### src/verilog/dmfc_pkg.sv
// constants and types for the dds mode and frequency control block
// Contract
// - mode comes from control byte 1f
// - codes: tone, fsk, ramp, chirp, bpsk
// - master reset forces single tone mode
// - single tone feeds tuning word one
// - reset gives zero frequency, zero phase
// - tuning word is 48-bit phase increment
// - frequency changes keep accumulator phase
// - quadrature outputs 90 degrees apart once out of reset (both zero in reset)
// - functions gated per mode
// - fsk: pin low word one, high two
// - keying pin to output fixed latency
// - ramp uses 48-bit step, 20-bit rate
// - rate loads 20-bit down-counter, pulses zero
// - counter starts on pin change, per clock
// - step and rate rewrites apply mid-ramp
// - pulse interval is rate plus one
// - pulse adds step to frequency accumulator with pin high, subtracts it in ramp with pin low
// - counter stops at destination frequency
package dmfc_pkg;
    localparam int FW = 48;
    localparam int RW = 20;
    localparam int PW = 14;
    localparam int BYTE_W = 8;
    localparam int ADDR_W = 6;
    localparam int REG_BYTES = 32;
    localparam int REG_IDX_W = 5;
    localparam int TW_BYTES = 6;
    localparam int RATE_BYTES = 3;
    localparam int PHASE_BYTES = 2;
    // byte addresses, lowest address holds the most significant byte
    localparam int ADDR_PHASE1 = 'h00;
    localparam int ADDR_PHASE2 = 'h02;
    localparam int ADDR_TW1 = 'h04;
    localparam int ADDR_TW2 = 'h0a;
    localparam int ADDR_STEP = 'h10;
    localparam int ADDR_RATE = 'h1a;
    localparam int ADDR_MODE_CTRL = 'h1f;
    localparam int ADDR_STATUS = 'h20;
    // control byte fields
    localparam int CTRL_MODE_LSB = 1;
    localparam int CTRL_MODE_W = 3;
    localparam int CTRL_FREQ_ACC_CLEAR_BIT = 7;
    // status byte fields
    localparam int STAT_MODE_LSB = 0;
    localparam int STAT_PIN_BIT = 3;
    localparam int STAT_AT_DEST_BIT = 4;
    localparam int STAT_RUNNING_BIT = 5;
    localparam logic [CTRL_MODE_W-1:0] MODE_CODE_TONE = 3'h0;
    localparam logic [CTRL_MODE_W-1:0] MODE_CODE_FSK = 3'h1;
    localparam logic [CTRL_MODE_W-1:0] MODE_CODE_RAMP = 3'h2;
    localparam logic [CTRL_MODE_W-1:0] MODE_CODE_CHIRP = 3'h3;
    localparam logic [CTRL_MODE_W-1:0] MODE_CODE_BPSK = 3'h4;
    localparam logic [PW-1:0] QUARTER_TURN = 14'h1000;

    typedef enum logic [4:0] {
        MODE_TONE = 5'h01,
        MODE_FSK = 5'h02,
        MODE_RAMP = 5'h04,
        MODE_CHIRP = 5'h08,
        MODE_BPSK = 5'h10
    } dmfc_mode_t;

    // bit position of a field inside the flattened register image
    function automatic int dmfc_flat_pos(input int base_addr, input int nbytes);
        return (REG_BYTES - base_addr - nbytes) * BYTE_W;
    endfunction
endpackage

### src/verilog/dmfc_rate_if.sv
// signals between the mode control and the ramp rate counter
`timescale 1ns/100ps
interface dmfc_rate_if;
    import dmfc_pkg::*;
    logic [RW-1:0] reload_val;
    logic start;
    logic stop;
    logic pulse;
    logic running;
    logic [RW-1:0] count;
    modport ctrl (output reload_val, start, stop, input pulse, running, count);
    modport counter (input reload_val, start, stop, output pulse, running, count);
endinterface

### src/verilog/dmfc_rate_counter.sv
// ramp rate down-counter emitting one pulse per expiry
`timescale 1ns/100ps
module dmfc_rate_counter
    import dmfc_pkg::*;
(
    // clock and reset
    input wire logic i_clk_sys,
    input wire logic i_rst,
    // link to mode control
    dmfc_rate_if.counter port
);
    logic [RW-1:0] cnt_reg;
    logic [RW-1:0] cnt_next;
    logic run_reg;
    logic run_next;
    logic pulse_reg;
    logic pulse_next;
    wire at_zero = (cnt_reg == '0);
    // start wins over stop so a pin change in ramp always restarts
    wire active = run_reg & ~port.stop & ~port.start;

    // reload takes the live register value, so rewrites act mid-ramp
    assign cnt_next = (port.start | (active & at_zero)) ? port.reload_val :
                      active ? cnt_reg - RW'(1) : cnt_reg;
    assign run_next = port.start | (run_reg & ~port.stop);
    assign pulse_next = active & at_zero;

    always_ff @(posedge i_clk_sys) begin
        if (i_rst) begin
            cnt_reg <= '0;
            run_reg <= 1'b0;
            pulse_reg <= 1'b0;
        end else begin
            cnt_reg <= cnt_next;
            run_reg <= run_next;
            pulse_reg <= pulse_next;
        end
    end

    assign port.count = cnt_reg;
    assign port.running = run_reg;
    assign port.pulse = pulse_reg;

    // helper: cycles between pulses and the value loaded for that interval
    logic [RW:0] gap_reg;
    logic [RW-1:0] cur_load_reg;
    logic [RW-1:0] prev_load_reg;
    logic clean_reg;
    always_ff @(posedge i_clk_sys) begin
        if (i_rst) begin
            gap_reg <= '0;
            cur_load_reg <= '0;
            prev_load_reg <= '0;
            clean_reg <= 1'b0;
        end else begin
            gap_reg <= pulse_reg ? (RW+1)'(1) : gap_reg + (RW+1)'(1);
            cur_load_reg <= (port.start | (active & at_zero)) ? port.reload_val : cur_load_reg;
            prev_load_reg <= pulse_reg ? cur_load_reg : prev_load_reg;
            clean_reg <= pulse_reg ? 1'b1 : clean_reg & ~port.start & ~port.stop;
        end
    end

    rate_interval_a: assert property (@(posedge i_clk_sys) disable iff (i_rst)
        pulse_reg && clean_reg |-> gap_reg == {1'b0, prev_load_reg} + (RW+1)'(1))
        else $error("rate pulse interval is not the loaded value plus one");

    start_load_a: assert property (@(posedge i_clk_sys) disable iff (i_rst)
        port.start |=> run_reg && cnt_reg == $past(port.reload_val) && !pulse_reg)
        else $error("counter did not load and run on start");
endmodule

### src/verilog/dmfc_top.sv
// dds mode selection, tuning word steering and ramped frequency control
`timescale 1ns/100ps
module dmfc_top
    import dmfc_pkg::*;
(
    // clock and master reset
    input wire logic i_clk_sys,
    input wire logic i_rst,
    // parallel programming port
    input wire logic [ADDR_W-1:0] i_addr,
    input wire logic i_wr_en,
    input wire logic [BYTE_W-1:0] i_wdata,
    input wire logic i_rd_en,
    output logic [BYTE_W-1:0] o_rdata,
    // keying pin
    input wire logic i_keying_select_pin,
    // synthesis path
    output logic [FW-1:0] o_freq_word,
    output logic [PW-1:0] o_phase_cos,
    output logic [PW-1:0] o_phase_sin,
    output logic o_rate_pulse
);
    // register image
    logic [BYTE_W-1:0] reg_mem [REG_BYTES];
    logic [REG_BYTES*BYTE_W-1:0] reg_flat;

    for (genvar g = 0; g < REG_BYTES; g++) begin : g_flat
        assign reg_flat[(REG_BYTES-1-g)*BYTE_W +: BYTE_W] = reg_mem[g];
    end

    wire [FW-1:0] tuning_word_one = reg_flat[dmfc_flat_pos(ADDR_TW1, TW_BYTES) +: FW];
    wire [FW-1:0] tuning_word_two = reg_flat[dmfc_flat_pos(ADDR_TW2, TW_BYTES) +: FW];
    wire [FW-1:0] ramp_step_word = reg_flat[dmfc_flat_pos(ADDR_STEP, TW_BYTES) +: FW];
    wire [RATE_BYTES*BYTE_W-1:0] rate_bytes =
        reg_flat[dmfc_flat_pos(ADDR_RATE, RATE_BYTES) +: RATE_BYTES*BYTE_W];
    wire [RW-1:0] ramp_rate_count = rate_bytes[RW-1:0];
    wire [PHASE_BYTES*BYTE_W-1:0] phase1_bytes =
        reg_flat[dmfc_flat_pos(ADDR_PHASE1, PHASE_BYTES) +: PHASE_BYTES*BYTE_W];
    wire [PHASE_BYTES*BYTE_W-1:0] phase2_bytes =
        reg_flat[dmfc_flat_pos(ADDR_PHASE2, PHASE_BYTES) +: PHASE_BYTES*BYTE_W];
    wire [BYTE_W-1:0] mode_control = reg_mem[ADDR_MODE_CTRL];

    // mode decode
    wire [CTRL_MODE_W-1:0] mode_code = mode_control[CTRL_MODE_LSB +: CTRL_MODE_W];
    dmfc_mode_t mode;
    // unlisted codes fall back to single tone so the output stays defined
    assign mode = (mode_code == MODE_CODE_FSK) ? MODE_FSK :
                  (mode_code == MODE_CODE_RAMP) ? MODE_RAMP :
                  (mode_code == MODE_CODE_CHIRP) ? MODE_CHIRP :
                  (mode_code == MODE_CODE_BPSK) ? MODE_BPSK :
                  MODE_TONE;
    wire is_ramp = (mode == MODE_RAMP);
    wire is_chirp = (mode == MODE_CHIRP);

    // programming port decode
    wire [REG_IDX_W-1:0] reg_idx = i_addr[REG_IDX_W-1:0];
    wire addr_in_image = (i_addr < ADDR_W'(REG_BYTES));
    wire addr_is_status = (i_addr == ADDR_W'(ADDR_STATUS));
    wire wr_image = i_wr_en & addr_in_image;

    // keying pin edges
    logic pin_prev_reg;
    logic clr_prev_reg;
    dmfc_mode_t mode_prev_reg;
    wire pin = i_keying_select_pin;
    wire pin_change = pin ^ pin_prev_reg;
    wire pin_fall = pin_prev_reg & ~pin;
    wire clr_bit = mode_control[CTRL_FREQ_ACC_CLEAR_BIT];
    // one clear per rising edge; holding the bit high does not keep clearing
    wire clr_pulse = clr_bit & ~clr_prev_reg;
    wire chirp_enter = is_chirp & (mode_prev_reg != MODE_CHIRP);

    // frequency accumulator
    logic [FW-1:0] facc_reg;
    logic [FW-1:0] facc_next;
    wire [FW-1:0] span = tuning_word_two - tuning_word_one;
    wire [FW:0] sum_up = {1'b0, facc_reg} + {1'b0, ramp_step_word};
    wire [FW-1:0] sat_up = (sum_up[FW] | (sum_up[FW-1:0] >= span)) ? span : sum_up[FW-1:0];
    wire [FW-1:0] sat_dn = (facc_reg > ramp_step_word) ? facc_reg - ramp_step_word : '0;
    // pin high heads for the high word, low heads back to the low word
    wire at_dest = pin ? (facc_reg == span) : (facc_reg == '0);
    wire ramp_step = is_ramp & rate.pulse;
    wire chirp_step = is_chirp & rate.pulse;
    wire sweep_mode = is_ramp | is_chirp;

    assign facc_next = (clr_pulse | ~sweep_mode) ? '0 :
                       ramp_step ? (pin ? sat_up : sat_dn) :
                       chirp_step ? sum_up[FW-1:0] :
                       facc_reg;

    // rate counter control
    dmfc_rate_if rate();
    assign rate.reload_val = ramp_rate_count;
    assign rate.start = (is_ramp & pin_change) | (is_chirp & (chirp_enter | pin_fall));
    // chirp holds its sweep while the pin is high
    assign rate.stop = ~sweep_mode | (is_ramp & at_dest) | (is_chirp & pin);

    dmfc_rate_counter u_rate (
        .i_clk_sys(i_clk_sys),
        .i_rst(i_rst),
        .port(rate.counter)
    );

    // tuning word steering, registered so the pin sees a fixed latency
    logic [FW-1:0] freq_next;
    always_comb begin
        case (mode)
            MODE_TONE: freq_next = tuning_word_one;
            MODE_FSK: freq_next = pin ? tuning_word_two : tuning_word_one;
            MODE_RAMP: freq_next = tuning_word_one + facc_reg;
            MODE_CHIRP: freq_next = tuning_word_one + facc_reg;
            MODE_BPSK: freq_next = tuning_word_one;
            default: freq_next = tuning_word_one;
        endcase
    end

    // phase offset: bpsk keys between the two adjusts, others use the first
    wire [PW-1:0] phase_one = phase1_bytes[PW-1:0];
    wire [PW-1:0] phase_two = phase2_bytes[PW-1:0];
    wire [PW-1:0] phase_offset = (mode == MODE_BPSK && pin) ? phase_two : phase_one;

    // phase accumulator never reloads, so tuning changes stay continuous
    logic [FW-1:0] phase_acc_reg;
    wire [FW-1:0] phase_acc_next = phase_acc_reg + o_freq_word;
    wire [PW-1:0] phase_base = phase_acc_reg[FW-1 -: PW] + phase_offset;
    wire [PW-1:0] phase_quad = phase_base + QUARTER_TURN;

    // status readback
    logic [BYTE_W-1:0] status_byte;
    always_comb begin
        status_byte = '0;
        status_byte[STAT_MODE_LSB +: CTRL_MODE_W] = mode_code;
        status_byte[STAT_PIN_BIT] = pin;
        status_byte[STAT_AT_DEST_BIT] = is_ramp & at_dest;
        status_byte[STAT_RUNNING_BIT] = rate.running;
    end
    wire [BYTE_W-1:0] rd_sel = addr_in_image ? reg_mem[reg_idx] :
                               addr_is_status ? status_byte : '0;

    // register image writes; reset leaves every byte zero
    always_ff @(posedge i_clk_sys) begin
        if (i_rst) begin
            for (int k = 0; k < REG_BYTES; k++) begin
                reg_mem[k] <= '0;
            end
        end else if (wr_image) begin
            reg_mem[reg_idx] <= i_wdata;
        end
    end

    always_ff @(posedge i_clk_sys) begin
        if (i_rst) begin
            pin_prev_reg <= 1'b0;
            clr_prev_reg <= 1'b0;
            mode_prev_reg <= MODE_TONE;
            facc_reg <= '0;
        end else begin
            pin_prev_reg <= pin;
            clr_prev_reg <= clr_bit;
            mode_prev_reg <= mode;
            facc_reg <= facc_next;
        end
    end

    always_ff @(posedge i_clk_sys) begin
        if (i_rst) begin
            phase_acc_reg <= '0;
            o_freq_word <= '0;
            o_phase_cos <= '0;
            o_phase_sin <= '0;
            o_rate_pulse <= 1'b0;
            o_rdata <= '0;
        end else begin
            phase_acc_reg <= phase_acc_next;
            o_freq_word <= freq_next;
            o_phase_cos <= phase_base;
            o_phase_sin <= phase_quad;
            o_rate_pulse <= rate.pulse;
            o_rdata <= i_rd_en ? rd_sel : o_rdata;
        end
    end

    mode_reset_a: assert property (@(posedge i_clk_sys)
        i_rst |=> mode == MODE_TONE && o_freq_word == '0)
        else $error("reset did not select single tone at zero frequency");

    reserved_code_a: assert property (@(posedge i_clk_sys) disable iff (i_rst)
        mode_code > MODE_CODE_BPSK |-> mode == MODE_TONE)
        else $error("reserved mode code did not act as single tone");

    tone_pin_a: assert property (@(posedge i_clk_sys) disable iff (i_rst)
        mode == MODE_TONE |=> o_freq_word == $past(tuning_word_one))
        else $error("single tone did not use tuning word one");

    fsk_low_a: assert property (@(posedge i_clk_sys) disable iff (i_rst)
        mode == MODE_FSK && !pin |=> o_freq_word == $past(tuning_word_one))
        else $error("fsk low did not select tuning word one");

    fsk_high_a: assert property (@(posedge i_clk_sys) disable iff (i_rst)
        mode == MODE_FSK && pin |=> o_freq_word == $past(tuning_word_two))
        else $error("fsk high did not select tuning word two");

    // outputs leave reset both zero, so skip the first edge after release
    quad_offset_a: assert property (@(posedge i_clk_sys) disable iff (i_rst)
        !$past(i_rst) |-> (o_phase_sin - o_phase_cos) == QUARTER_TURN)
        else $error("quadrature outputs not a quarter turn apart");

    ramp_bound_a: assert property (@(posedge i_clk_sys) disable iff (i_rst)
        is_ramp && $past(is_ramp) && $stable(span) && $past(facc_reg <= span) && !$past(clr_pulse)
        |-> facc_reg <= span)
        else $error("ramp accumulator passed the destination");

    ramp_stop_a: assert property (@(posedge i_clk_sys) disable iff (i_rst)
        is_ramp && at_dest && !pin_change |=> !rate.running ##1 !rate.pulse)
        else $error("rate counter kept running at destination");
endmodule

### config.mk
export PLATFORM = sky130hd
export DESIGN_NAME = dmfc_top
export DESIGN_NICKNAME = d
export VERILOG_FILES = /design/src/verilog/dmfc_pkg.sv /design/src/verilog/dmfc_rate_if.sv /design/src/verilog/dmfc_rate_counter.sv /design/src/verilog/dmfc_top.sv
export SDC_FILE = /design/constraint.sdc
export NUM_CORES = 2
export LEC_CHECK = 0
export ABC_AREA = 1
export BUFFER_PORTS_ARGS = -buffer_cell sky130_fd_sc_hd__buf_4
export CELL_PAD_IN_SITES_DETAIL_PLACEMENT = 1
export CELL_PAD_IN_SITES_GLOBAL_PLACEMENT = 1
export CORE_MARGIN = 5
export CORE_UTILIZATION = 45
export CTS_CLUSTER_DIAMETER = 50
export CTS_CLUSTER_SIZE = 28
export DETAILED_ROUTE_END_ITERATION = 10
export GPL_TIMING_DRIVEN = 1
export PLACE_DENSITY = 0.77
export SYNTH_ARGS = -nofsm -noshare
export SYNTH_HDL_FRONTEND = slang
export SYNTH_SLANG_ARGS = --single-unit
### constraint.sdc
create_clock -name i_clk_sys -period 5.4 [get_ports i_clk_sys]
set_input_delay 0.27 -clock i_clk_sys [delete_from_list [all_inputs] [get_ports i_clk_sys]]
set_output_delay 0.27 -clock i_clk_sys [all_outputs]
set_load 0.05 [all_outputs]
# Yosys cells after proc, flatten, opt, wreduce, memory -nomap -nowiden
# Memories as Yosys holds them, arrays and structs flattened.
# Index checks and enable logic that the tools add are counted.
[word_totals]
reg_bits = 210
mem_bits_rw = 256
input_bits = 19
output_inout_bits = 85
mem_count = 1
[op_classes]
addsub = 8
magnitude_cmp = 3
eq_ne = 11
mux = 25
bitwise = 28
reduce_logical = 8
[memory_table]
columns = ["name", "depth", "word_bits", "read_ports", "rd_ports_with_merged_regs", "write_ports", "line_no", "source"]
rows = [
  ["reg_mem", 32, 8, 27, 0, 32, "dmfc_top.sv:24", "logic [BYTE_W-1:0] reg_mem [REG_BYTES];"],
]
[ops]
columns = ["operator", "count"]
rows = [
  ["$mux W48", 6],
  ["$add A48 B48 Y48", 2],
  ["$pmux W48 S2", 1],
  ["$sub A48 B48 Y48", 2],
  ["$add A48 B48 Y49", 1],
  ["$eq A48 B48 Y1", 1],
  ["$ge A48 B48 Y1", 1],
  ["$gt A48 B48 Y1", 1],
  ["$logic_not A48 Y1", 1],
  ["$mux W20", 2],
  ["$mux W5", 5],
  ["$logic_not A20 Y1", 1],
  ["$sub A20 B1 Y20 const B", 1],
  ["$mux W8", 2],
  ["$add A14 B13 Y14 const B", 1],
  ["$add A14 B14 Y14", 1],
  ["$mux W14", 1],
  ["$and A1 B1 Y1", 13],
  ["$or A1 B1 Y1", 9],
  ["$reduce_or A8 Y1", 1],
  ["$mux W1", 7],
  ["$eq A3 B2 Y1 const B", 2],
  ["$eq A6 B6 Y1 const B", 1],
  ["$lt A6 B6 Y1 const B", 1],
  ["other kinds (13)", 19],
]

# Longest topological paths before layout
# An unclocked memory read counts as a cell.
[logic_depth]
word_depth = 17
mapped_depth = 36

# By module
# Synthesis repeated with hierarchy kept, for this count alone.
[unflattened]
hier_cells = 6127
hier_area_um2 = 40177.3
[by_module_without_submodules]
columns = ["module", "instances", "cells_per_inst", "area_per_inst_um2"]
rows = [
  ["dmfc_top", 1, 5850, 38560.7],
  ["dmfc_rate_counter", 1, 277, 1616.6],
]

# Worst setup path after synthesis
# No wires, ideal clock.
[synth_timing]
path_kind = "reg-to-reg"
from = "mem reg_mem[21][2]"
to = "reg facc_reg[40]"
setup_ns = 0.070
arrival_ns = 4.147
path_slack_ns = 1.182
stages_incl_launch_ff = 33
n_path_buf = 2
synth_period_minus_slack_ns = 4.218
cell_sequence = "edfxtp_1 -> inv_1 -> ha_1 -> buf_4 -> inv_2 -> a21oi_1 -> nand2_1 -> nand3_1 -> nand2_1 -> a21oi_1 -> o21ai_1 -> a21oi_1 -> inv_1 -> nand2_1 -> nand4_1 -> nand2_1 -> inv_1 -> ha_1 -> nand2_1 -> inv_1 -> nand3_1 -> inv_1 -> nand2_1 -> nor4_1 -> nand3_1 -> nand4_1 -> nor2_8 -> nor2_4 -> inv_2 -> buf_2 -> o211ai_1 -> o211ai_1 -> a21oi_1"
[synth_rtl]
columns = ["element", "line_no", "source"]
rows = [
  ["from (decl)", "dmfc_top.sv:24", ""],
  ["to (signal assigned)", "dmfc_top.sv:161", "facc_reg <= facc_next;"],
  ["to (decl)", "dmfc_top.sv:74", "logic [FW-1:0] facc_reg;"],
]

==> flow_metrics.env <==
export IMPL_outcome="completed"
export IMPL_drt_iter0_drc=4694
export IMPL_yosysUniqueCellTypes=66
export IMPL_drv_cap=0
export IMPL_maxSlewHeadroom_pct=12.9
export IMPL_fmax_mhz=193
export IMPL_antenna_found_initial=7
export IMPL_synth_edf_count=256
export IMPL_path_class="register to register"
export IMPL_routed_wl_mm=185
export IMPL_n_fill_cell=11200
export IMPL_cts_tree="built"
export IMPL_core_rowCount=107
export IMPL_fin_skew_ns=0.0364
export IMPL_dp_slack_ns=0.0173
export IMPL_crit_path_start_kind="register"
export IMPL_root_buffer="clkbuf_16"
export IMPL_fin_crit_sh_pct=96.1
export IMPL_core_um2=84900
export IMPL_setup_violations=0
export IMPL_fin_nets=6135
export IMPL_final_area_um2=43900
export IMPL_cp_max_fo=8
export IMPL_port_buffers=103
export IMPL_syn_area_um2=38400
export IMPL_antenna_left=0
export IMPL_top_register="reg_mem"
export IMPL_hold_viol=0
export IMPL_placed_cell_area_um2=41100
export IMPL_cp_slowest_cell="edfxtp_1"
export IMPL_wire_per_inst_um=26.4
export IMPL_clkTransAtPathRegs_ns=0.06
export IMPL_power_density_nw_per_um2=284
export IMPL_drc=0
export IMPL_min_period_ns=5.19
export IMPL_dr_pass1_iters=7
export IMPL_synth_ff_type="edfxtp_1"
export IMPL_synth_nets=5969
export IMPL_ys_warn_count=0
export IMPL_gp_congestion=1.03
export IMPL_critPathCaptureType="register"
export IMPL_viasPerCell=6.02
export IMPL_async_reset_ff_share_pct=0
export IMPL_final_cell_mix="nand2_1, inv_1, nor2_1"
export IMPL_grt_pass1_wl_mm=268
export IMPL_leakagePower_nw=20.9
export IMPL_fin_ws_ns=0.208
export IMPL_dieArea_um2=91200
export IMPL_path_delay_family="compound AO/OA/AOI/OAI gates"
export IMPL_final_common_cell="nand2_1"
export IMPL_synth_cells=5644
export IMPL_cts_sinks=454
export IMPL_dpl_hpwl_mm=147
export IMPL_placedCellCount=6878
export IMPL_yosysSeqAreaShare_pct=30.4
export IMPL_slowest_delay_ns=0.40
export IMPL_cts_buffer_depth=3
export IMPL_rsz0062_at_grt="true"
export IMPL_track_usage_pct=39.2
export IMPL_numCtsBuffers=72
export IMPL_clk_latency_ns=0.64
export IMPL_ys_ff_latch=454
export IMPL_htreeDepth=3
export IMPL_layout_drive_gt1_share_pct=9.27
export IMPL_worst_slew_pin_slew_ns=1.30
export IMPL_max_vdd_ir_drop_v=0.000304
export IMPL_syn2layout_area_growth_pct=14.4
export IMPL_pin_count=104
export IMPL_die_w_um=302
export IMPL_overflow=0
export IMPL_largest_reg_flops=256
export IMPL_start_util_pct=45.2
export IMPL_stdcell_count=7019
export IMPL_critical_path_required_ns=5.94
export IMPL_worstPathArrival_ns=5.73
export IMPL_hold_class="input port to register"
export IMPL_grt_max_degree=85
export IMPL_grt_pass1_vias=41600
export IMPL_crit_buf_inv=8
export IMPL_hold_worst_slack_ns=0.0611
export IMPL_drv_slew=0
export IMPL_vias=42300
export IMPL_dieHeight_um=302
export IMPL_synth_area_per_cell_um2=6.80
[final timing paths]
kind	startpoint	slack, ns	endpoint	depth (start not counted)
worst max-delay path	reg_mem[20][5]	0.21	facc_reg[1]	28
worst min-delay path	i_addr[5]	0.06	o_rdata[0]	4
worst max register to register	reg_mem[20][5]	0.21	facc_reg[1]	28
worst min register to register	o_rdata[6]	0.49	o_rdata[6]	2
[per-stage QoR]
stage | setup TNS, ns | util, % | total power, mW
final | 0 | 51.7 | 12.5
after global routing | -0.232 | 51.7 | 12.9
after CTS | 0 | 51.5 | 12.4
after detailed placement | 0 | 48.4 | 7.33
after global placement | 0 | 48.4 | 7.25
after floorplan | 0 | - | 6.23
[cells in the mapped netlist (all sizes together), types with 10 or more instances]
master,count,area (um2)
nand4,64,400
nor3,50,260
clkbuf,136,510
xor2,104,911
o221ai,46,403
dfxtp,198,3960
edfxtp,256,7690
xnor2,21,191
o211ai,57,438
a22oi,84,631
nand3,336,1740
and3,10,62.6
inv,856,3210
a21oi,511,2570
nor2,731,2810
nor4,23,144
nand3b,24,184
buf,50,319
a21o,17,128
ha,300,3750
o21ai,314,1570
nand2,1197,4540
a31oi,79,494
o21bai,20,154
o21a,43,323
o22ai,24,150
or2,16,100
[power by group]
part	internal, mW	switching (mW)
clock	3.05	2.02
combinational	0.971	2.32
sequential	3.90	0.215
total	7.92	4.56
[final cells by class]
type,count,area (um2),share of cell area [%]
Multi-Input combinational cell,4140,22800,52.1
Sequential cell,454,11700,26.5
Inverter,864,3260,7.42
Timing Repair Buffer,278,2100,4.79
Clock buffer,86,1980,4.51
Tap cell,1144,1430,3.26
Clock inverter,48,609,1.39
Antenna cell,5,12.5,0.0285
[per-layer routing]
metal / GRT usage [%] / wire length (um) / up-vias
li1: - / - / 19200
met1: 53.0 / 78000 / 20600
met2: 60.3 / 79600 / 1960
met3: 10.1 / 19000 / 456
met4: 14.7 / 8120 / 10
met5: 1.96 / 272 / -
[cell families (layout without fill, tap and decap cells)]
group                    count (synthesis)  count (layout)  synth area share (%)
buffers and inverters                 1050            1276                  10.6
AND/OR/NAND/NOR                       2456            2456                  26.8
adder cells (fa/ha/maj)                306             306                  10.1
AO/OA/AOI/OAI                         1249            1249                  19.1
flip-flops                             454             454                  30.4
other                                    0               5                     0
multiplexers                             1               1                0.0261
XOR/XNOR                               128             128                  3.05
[tightest hold or removal path, cell delays in order]
cell     delay (ns)
buf_4          0.10
nor2_1         0.11
o21ai_0        0.10
a21oi_1        0.07
[timing repair]
item                                   CTS  global route
cloned                                   0             0
endpoints found under the hold margin    0             0
pin swaps                                0             3
setup endpoints to repair                7            48
hold buffers                             0             0
setup buffers                            0             2
gates resized for setup                  1            50
Note: power is estimated with default switching activity, not from simulation.
